`src/rtl/readout_cfg.svh`:
```
// timing counts and field widths shared by both ends of the readout link
`ifndef READOUT_CFG_SVH
`define READOUT_CFG_SVH

`define CLK_PERIOD_NS        10
`define COL_ADDR_W           10
`define ROW_ADDR_W           10
`define DIV_W                1
`define DIV_RESET_PHASE      1'h0
`define RST_HOLD_NS          1000
`define RST_HOLD_CYC         ((`RST_HOLD_NS + `CLK_PERIOD_NS - 1) / `CLK_PERIOD_NS)
`define SER_PERIOD_NS        1000
`define SER_HALF_CYC         ((`SER_PERIOD_NS / 2) / `CLK_PERIOD_NS)
`define SER_SETUP_NS         500
`define SER_SETUP_CYC        ((`SER_SETUP_NS + `CLK_PERIOD_NS - 1) / `CLK_PERIOD_NS)
`define SER_WORD_W           8
`define ROW_RESET_NS         2000
`define ROW_RESET_CYC        ((`ROW_RESET_NS + `CLK_PERIOD_NS - 1) / `CLK_PERIOD_NS)

`endif

```
`src/rtl/readout_pkg.sv`:
```
// types shared by the sensor model and the timing controller
package readout_pkg;
	typedef logic [9:0] col_addr_t;
	typedef logic [9:0] row_addr_t;
	typedef logic [7:0] ser_word_t;
	typedef enum logic [2:0] {
		CTL_RESET,
		CTL_ADDR,
		CTL_SER_SETUP,
		CTL_SER_SHIFT,
		CTL_RUN
	} ctl_state_t;
endpackage : readout_pkg

```
`src/rtl/readout_link_if.sv`:
```
// pins between the external timing controller and the sensor readout logic
`timescale 1ns/10ps
interface readout_link_if;
	logic                    register_reset_n;
	logic                    col_clk;
	logic                    col_sync;
	logic                    blank;
	logic                    column_discharge_input;
	logic                    row_reset;
	logic                    row_select;
	readout_pkg::col_addr_t  col_addr;
	readout_pkg::row_addr_t  row_addr;
	logic                    ld_col;
	logic                    ld_row;
	logic                    ser_clk;
	logic                    ser_data;

	modport sensor (
		input register_reset_n, col_clk, col_sync, blank, column_discharge_input,
		input row_reset, row_select, col_addr, row_addr, ld_col, ld_row, ser_clk, ser_data
	);
	modport ctrl (
		output register_reset_n, col_clk, col_sync, blank, column_discharge_input,
		output row_reset, row_select, col_addr, row_addr, ld_col, ld_row, ser_clk, ser_data
	);
endinterface : readout_link_if

```
`src/rtl/readout_ctrl.sv`:
```
// controller end: reset, address upload, adc config, row/column sequencing
`timescale 1ns/10ps
`include "readout_cfg.svh"

// How it works
// [RULE1] column sync judged on divided clock
// [RULE2] even sync pairs advance read pointer
// [RULE3] controller drops sync only after even pair
// [RULE4] register reset clears registers asynchronously
// [RULE5] reset held through power-up, then upload
// [RULE6] controller updates falling, sensor samples rising
// [RULE7] serial clock 1000 ns, 500 ns setup
// [RULE8] nondestructive: longer first, shorter fourth interval; code keeps blank high with equal row reset and select intervals
// [RULE9] blank clears column divider phase
// [RULE10] discharge input grounds column lines
// [RULE11] readout may start any column, row
// [RULE12] close pixels re-addressed by fresh sync
// [RULE13] double sampling rereads rows spaced
// [RULE14] sync changes with column clock only
module readout_ctrl (
	input  wire logic                    i_mclk,
	input  wire logic                    i_rst,
	input  wire logic                    i_ce,
	input  wire logic                    i_start,
	input  wire logic                    i_ndr,
	input  wire logic [`COL_ADDR_W-1:0]  i_col_start,
	input  wire logic [`ROW_ADDR_W-1:0]  i_row_start,
	input  wire logic [`SER_WORD_W-1:0]  i_adc_cfg,
	input  wire logic                    i_col_discharge,
	readout_link_if.ctrl                 link,
	output logic                         o_busy,
	output logic                         o_running
);
	readout_pkg::ctl_state_t  st_r;
	logic [15:0]              cnt_r;
	logic [3:0]               bit_r;
	logic                     sclk_r;
	logic [`SER_WORD_W-1:0]   sh_r;
	logic [1:0]               cdiv_r;
	logic                     ndr_r;
	logic [15:0]              row_cnt_r;

	////////////////////////////////////////////////////////////////////////
	always_ff @(posedge i_mclk or posedge i_rst) begin
		if (i_rst) begin
			st_r      <= readout_pkg::CTL_RESET;
			cnt_r     <= 16'h0;
			bit_r     <= 4'h0;
			sclk_r    <= 1'h0;
			sh_r      <= '0;
			ndr_r     <= 1'h0;
			o_busy    <= 1'h1;
			o_running <= 1'h0;
			link.register_reset_n <= 1'h0;
			link.ld_col   <= 1'h0;
			link.ld_row   <= 1'h0;
			link.col_addr <= '0;
			link.row_addr <= '0;
			link.ser_clk  <= 1'h0;
			link.ser_data <= 1'h0;
		end else if (i_ce) begin
			link.ld_col <= 1'h0;
			link.ld_row <= 1'h0;
			unique case (st_r)
				readout_pkg::CTL_RESET: begin
					// held low through ramp-up, at least the hold time
					if (cnt_r == 16'(`RST_HOLD_CYC - 1)) begin // RULE4 RULE5
						link.register_reset_n <= 1'h1;
						cnt_r <= 16'h0;
						st_r  <= readout_pkg::CTL_ADDR;
					end else begin
						cnt_r <= cnt_r + 16'h1;
					end
				end
				readout_pkg::CTL_ADDR: begin
					if (i_start) begin
						link.col_addr <= i_col_start; // RULE5
						link.row_addr <= i_row_start;
						link.ld_col   <= 1'h1;
						link.ld_row   <= 1'h1;
						link.ser_data <= i_adc_cfg[`SER_WORD_W-1];
						sh_r  <= {i_adc_cfg[`SER_WORD_W-2:0], 1'h0};
						ndr_r <= i_ndr;
						cnt_r <= 16'h0;
						bit_r <= 4'h0;
						st_r  <= readout_pkg::CTL_SER_SETUP;
					end
				end
				readout_pkg::CTL_SER_SETUP: begin
					// first bit stands the full setup time before first rise
					if (cnt_r == 16'(`SER_SETUP_CYC - 1)) begin // RULE7
						link.ser_clk <= 1'h1;
						cnt_r <= 16'h0;
						st_r  <= readout_pkg::CTL_SER_SHIFT;
					end else begin
						cnt_r <= cnt_r + 16'h1;
					end
				end
				readout_pkg::CTL_SER_SHIFT: begin
					if (cnt_r == 16'(`SER_HALF_CYC - 1)) begin // RULE7
						cnt_r <= 16'h0;
						link.ser_clk <= ~link.ser_clk;
						if (link.ser_clk) begin
							// falling edge: present next bit
							link.ser_data <= sh_r[`SER_WORD_W-1]; // RULE6
							sh_r  <= {sh_r[`SER_WORD_W-2:0], 1'h0};
							bit_r <= bit_r + 4'h1;
							if (bit_r == 4'(`SER_WORD_W - 1)) begin
								st_r      <= readout_pkg::CTL_RUN;
								o_busy    <= 1'h0;
								o_running <= 1'h1;
							end
						end
					end else begin
						cnt_r <= cnt_r + 16'h1;
					end
				end
				readout_pkg::CTL_RUN: begin
					cnt_r <= 16'h0;
				end
			endcase
		end
	end

	////////////////////////////////////////////////////////////////////////
	// column clock from mclk/4; sync is updated only while the column clock is low, one mclk
	// after its fall, and follows o_running, so it stays high for the whole run
	always_ff @(posedge i_mclk or posedge i_rst) begin
		if (i_rst) begin
			cdiv_r        <= 2'h0;
			link.col_clk  <= 1'h0;
			link.col_sync <= 1'h0;
			link.column_discharge_input <= 1'h0;
		end else if (i_ce) begin
			cdiv_r <= cdiv_r + 2'h1;
			link.column_discharge_input <= i_col_discharge; // RULE10
			if (cdiv_r == 2'h1) begin
				link.col_clk <= 1'h1;
			end else if (cdiv_r == 2'h3) begin
				link.col_clk <= 1'h0;
			end
			if (cdiv_r == 2'h0) begin
				link.col_sync <= o_running; // RULE3 RULE14 RULE12
			end
		end
	end

	////////////////////////////////////////////////////////////////////////
	// row sequence: row reset, then select; blank spans both in ndr mode
	always_ff @(posedge i_mclk or posedge i_rst) begin
		if (i_rst) begin
			row_cnt_r       <= 16'h0;
			link.row_reset  <= 1'h0;
			link.row_select <= 1'h0;
			link.blank      <= 1'h1;
		end else if (i_ce) begin
			if (!o_running) begin
				row_cnt_r       <= 16'h0;
				link.row_reset  <= 1'h0;
				link.row_select <= 1'h0;
				link.blank      <= 1'h1;
			end else begin
				row_cnt_r <= (row_cnt_r == 16'(`ROW_RESET_CYC * 2 - 1)) ? 16'h0 : row_cnt_r + 16'h1; // RULE13
				link.row_reset  <= (row_cnt_r < 16'(`ROW_RESET_CYC));
				link.row_select <= (row_cnt_r >= 16'(`ROW_RESET_CYC));
				// ndr keeps blank high; row reset and select intervals stay equal, as in destructive mode
				link.blank <= ndr_r ? 1'h1 : (row_cnt_r < 16'(`ROW_RESET_CYC)); // RULE8 RULE9
			end
		end
	end
endmodule : readout_ctrl

```
`src/flat_wrapper.sv`:
```
// flat-port wrapper written by rule: the top's interface ports become plain ports
module readout_ctrl_flat 
  (i_mclk, i_rst, i_ce, i_start, i_ndr, i_col_start, i_row_start, i_adc_cfg, i_col_discharge, o_busy, o_running, link_register_reset_n, link_col_clk, link_col_sync, link_blank, link_column_discharge_input, link_row_reset, link_row_select, link_col_addr, link_row_addr, link_ld_col, link_ld_row, link_ser_clk, link_ser_data);
  readout_link_if link_i ();
  input  wire logic i_mclk;
  input  wire logic i_rst;
  input  wire logic i_ce;
  input  wire logic i_start;
  input  wire logic i_ndr;
  input  wire logic [`COL_ADDR_W-1:0] i_col_start;
  input  wire logic [`ROW_ADDR_W-1:0] i_row_start;
  input  wire logic [`SER_WORD_W-1:0] i_adc_cfg;
  input  wire logic i_col_discharge;
  output logic o_busy;
  output logic o_running;
  output wire logic [$bits(link_i.register_reset_n)-1:0] link_register_reset_n;
  output wire logic [$bits(link_i.col_clk)-1:0] link_col_clk;
  output wire logic [$bits(link_i.col_sync)-1:0] link_col_sync;
  output wire logic [$bits(link_i.blank)-1:0] link_blank;
  output wire logic [$bits(link_i.column_discharge_input)-1:0] link_column_discharge_input;
  output wire logic [$bits(link_i.row_reset)-1:0] link_row_reset;
  output wire logic [$bits(link_i.row_select)-1:0] link_row_select;
  output wire logic [$bits(link_i.col_addr)-1:0] link_col_addr;
  output wire logic [$bits(link_i.row_addr)-1:0] link_row_addr;
  output wire logic [$bits(link_i.ld_col)-1:0] link_ld_col;
  output wire logic [$bits(link_i.ld_row)-1:0] link_ld_row;
  output wire logic [$bits(link_i.ser_clk)-1:0] link_ser_clk;
  output wire logic [$bits(link_i.ser_data)-1:0] link_ser_data;
  assign link_register_reset_n = link_i.register_reset_n;
  assign link_col_clk = link_i.col_clk;
  assign link_col_sync = link_i.col_sync;
  assign link_blank = link_i.blank;
  assign link_column_discharge_input = link_i.column_discharge_input;
  assign link_row_reset = link_i.row_reset;
  assign link_row_select = link_i.row_select;
  assign link_col_addr = link_i.col_addr;
  assign link_row_addr = link_i.row_addr;
  assign link_ld_col = link_i.ld_col;
  assign link_ld_row = link_i.ld_row;
  assign link_ser_clk = link_i.ser_clk;
  assign link_ser_data = link_i.ser_data;
  readout_ctrl u_core (.i_mclk(i_mclk), .i_rst(i_rst), .i_ce(i_ce), .i_start(i_start), .i_ndr(i_ndr), .i_col_start(i_col_start), .i_row_start(i_row_start), .i_adc_cfg(i_adc_cfg), .i_col_discharge(i_col_discharge), .link(link_i), .o_busy(o_busy), .o_running(o_running));
endmodule
```
`config.mk`:
```
export PLATFORM = sky130hd
export DESIGN_NAME = readout_ctrl_flat
export DESIGN_NICKNAME = d
export VERILOG_FILES = /design/src/rtl/readout_pkg.sv /design/src/rtl/readout_link_if.sv /design/src/rtl/readout_ctrl.sv /design/src/flat_wrapper.sv
export VERILOG_INCLUDE_DIRS = /design/src /design/src/rtl
export SDC_FILE = /design/constraint.sdc
export NUM_CORES = 1
export LEC_CHECK = 0
export ABC_AREA = 1
export BUFFER_PORTS_ARGS = -buffer_cell sky130_fd_sc_hd__buf_4
export CORE_ASPECT_RATIO = 0.7
export CORE_MARGIN = 1.5
export CORE_UTILIZATION = 30
export DETAILED_ROUTE_END_ITERATION = 10
export GPL_TIMING_DRIVEN = 0
export SYNTH_ARGS = -nofsm -noshare
export SYNTH_HDL_FRONTEND = slang
export SYNTH_SLANG_ARGS = --single-unit
```
`constraint.sdc`:
```
create_clock -name i_mclk -period 3.2 [get_ports i_mclk]
set_clock_uncertainty 0.1 [all_clocks]
set_input_delay 0.48 -clock i_mclk [delete_from_list [all_inputs] [get_ports i_mclk]]
set_output_delay 0.48 -clock i_mclk [all_outputs]
set_load 0.01 [all_outputs]
```
==> reports/metrics.yaml <==
run_status:
  status: "complete, no violations"
final_layout:
  final_common_cell: "nand2_1"
  drive_gt1_share_pct: 17.85
  finalInstanceArea_sq_um: 5271
  area_growth_pct: 26.86
  nets: 659
  final_cell_mix: "nand2_1 (186), dfrtp_1 (79), buf_4 (66)"
  antennaDiodeCount: 0
sta:
  min_period_ns: 1.948
  max_clock_freq_ghz: 0.5134
  rsz0062_at_grt: "no"
  tns_ns: 0
  final_max_slew_viol_count: 0
  slew_headroom_pct: 63.94
  final.period_utilization_pct: 60.87
  tightest_slew_ns: 0.5410
  setup_viol: 0
  hold_violations: 0
grt:
  grt-ovfl-total: 0
  grt_antenna_before_repair: 0
  grt_max_degree: 58
  grt.total_usage_pct: 14.29
  grt_pass1_wl_microns: 16480
  grt_pass1_vias: 3519
logic_synthesis:
  ys_warn_count: 0
  syn_inst: 540
  syn-num-nets: 582
  synthMuxAreaShare_pct: 0
  synth-simple-area-share_pct: 31.26
  synth_xor_area_share_pct: 2.951
  synth-async-reset-ratio_pct: 100.0
  yosys.area.top_type_share_pct: 47.58
  synthTopCellsByArea: "dfrtp_1 (48%), nand2_1 (17%), nor2_1 (5.9%)"
  yosysSeqAreaShare_pct: 48.84
  syn_area_per_cell_sq_um: 7.695
  synth_compound_area_share_pct: 6.956
  synth_fa_ha_area_share_pct: 2.409
  ys_ff_latch: 81
  synth-main-ff-cell: "dfrtp_1"
  synth_edf_count: 0
  synth_top_family_by_area: "simple AND/OR/NAND/NOR gates"
  synth_cell_types: 37
  syn-cell-area_sq_um: 4155
  synth_top_cell_by_area: "dfrtp_1"
place:
  gp_congestion: 0.8611
  placed_area_sq_um: 4905
  hpwl_microns: 7152
  io_buffer_count: 65
detailed_routing:
  drt_iter0_drc: 253
  drt-total-wl_microns: 9664
  vias_per_cell: 4.503
  wire_per_inst_microns: 11.98
  postRouteAntennaNets: 0
  routed-via-count: 3634
  drc: 0
  drt_pass1_iterations: 5
cts:
  clk_pin_slew_ns: 0.06
  clk_latency_ns: 0.34
  ctsResizeCount: 0
  cts_buffers: 9
  clockRootBuffer: "clkbuf_16"
  clock_path_buffers: 2
  clock_sink_count: 81
  cts_tree: "yes"
  cts_htree_levels: 3
  cts_setup_buffers: 0
  cts_hold_buf: 0
power_and_ir_drop:
  seq_power_share_pct: 42.3
  peakVddDrop_mv: 0.3025
  swShare_pct: 26.90
  share_comb_of_total_power_pct: 15.7
  powerDensity_nw_per_um2: 571.2
  p_leak_uw: 0.002752
  p_clk_share_pct: 42.0
  intPower_uw: 2201
  switchingPower_uw: 809.9
flow_run:
  maxCapViolCount: 0
floorplanning:
  rows: 35
  dieHeight_microns: 101.5
  start_util_pct: 31.11
  ios: 67
  coreArea_sq_um: 13360
  fp.dieW_microns: 143.7
  dieArea_sq_um: 14580
min_path:
  hold_path.class: "in2async"
critical_path:
  endpoint_kind: "flop"
  start_kind: "flop"
  worstPathRequired_ns: 3.33
  cp.arrival_ns: 2.08
  critical_path_class: "reg2reg"
  worstPathMaxFanout: 10
## worst max-delay path, stage by stage (launching register included)
cell	delay (ns)
dfrtp_1	0.42
inv_2	0.11
nor2_2	0.18
nand2_2	0.09
nor2_2	0.37
inv_1	0.13
clkbuf_1	0.25
nand2_1	0.12
nand2_1	0.05
## per-stage QoR
| stage | total power [uW] | hold WS [ns] | setup slack (ns) | utilization [%] | instances |
|---|---|---|---|---|---|
| floorplan | 1591 | 0.3660 | 0.5432 | - | 540 |
| global placement | 1741 | 0.3555 | -0.5307 | 36.50 | 790 |
| detailed placement | 1767 | 0.3512 | 1.221 | 36.72 | 791 |
| CTS | 3047 | 0.02322 | 1.265 | 39.47 | 807 |
| global route | 3182 | 0.03772 | 1.071 | 39.47 | 807 |
| finish | 3011 | 0.01372 | 1.252 | 39.47 | 807 |
## final timing paths
kind | startpoint | endpoint | slack, ns | cells after the start
worst max-delay path | u_core.st_r[0]$_DFFE_PP0P_ | u_core.link.row_addr[9]$_DFFE_PP0P_ | 1.25 | 8
worst min-delay path | i_rst | u_core.link.col_addr[1]$_DFFE_PP0P_ | 0.01 | 2
worst max register to register | u_core.st_r[0]$_DFFE_PP0P_ | u_core.link.row_addr[9]$_DFFE_PP0P_ | 1.25 | 8
worst min register to register | u_core.o_busy$_DFFE_PP1P_ | u_core.o_busy$_DFFE_PP1P_ | 0.36 | 1
max in group asynchronous | i_rst | u_core.link.blank$_DFFE_PP1P_ | 2.36 | 3
min in group i_mclk | i_row_start[2] | u_core.link.row_addr[2]$_DFFE_PP0P_ | 0.24 | 3
## logic make-up after synthesis
family | Yosys count
AND/OR/NAND/NOR | 313
adder cells (fa/ha/maj) | 8
AO/OA/AOI/OAI | 47
XOR/XNOR | 14
flip-flops | 81
buffers and inverters | 77
## cell usage after synthesis (2+ instances only)
library cell and n:
a21oi_1 4, a22o_1 2, a31oi_1 2, buf_2 4, buf_6 2, clkbuf_1 7
dfrtp_1 79, dfstp_2 2, ha_1 8, inv_1 57, inv_2 4, nand2_1 186
nand2_2 2, nand3_1 34, nand4_1 7, nor2_1 65, nor2_2 4, nor3_1 10
o21ai_0 19, o21ai_1 5, o21ai_2 5, o21bai_1 5, xnor2_1 2, xor2_1 12
## flip-flops by register name (all words and copies together) (netlist names), 2 cells and up
signal                flops
u_core.bit_r              4
u_core.link.row_addr     10
u_core.st_r               3
u_core.cdiv_r             2
u_core.row_cnt_r         16
u_core.cnt_r             16
u_core.sh_r               7
u_core.link.col_addr     10
## power groups by stage
stage | clock, uW | sequential (uW) | combinational (uW)
after global placement | 0 | 1280 | 458
after detailed placement | 0 | 1290 | 476
after floorplan | 0 | 1270 | 317
after CTS | 1290 | 1270 | 479
final | 1260 | 1280 | 472
after global routing | 1340 | 1300 | 547
## layout make-up
class	count	area (sq um)
Buffer	14	76.32
Clock buffer	9	225.2
Clock inverter	7	141.4
Fill cell	1328	8085
Inverter	63	241.5
Multi-Input combinational cell	382	1810
Sequential cell	81	2029
Tap cell	185	231.5
Timing Repair Buffer	66	515.5
## metal layers
metal  wire length, microns  GRT usage (%)
met1                   4682          19.24
met2                   4289          22.15
met3                    545          4.444
met4                    147          4.160
met5                      0              0
Note: power is estimated with default switching activity, not from simulation.
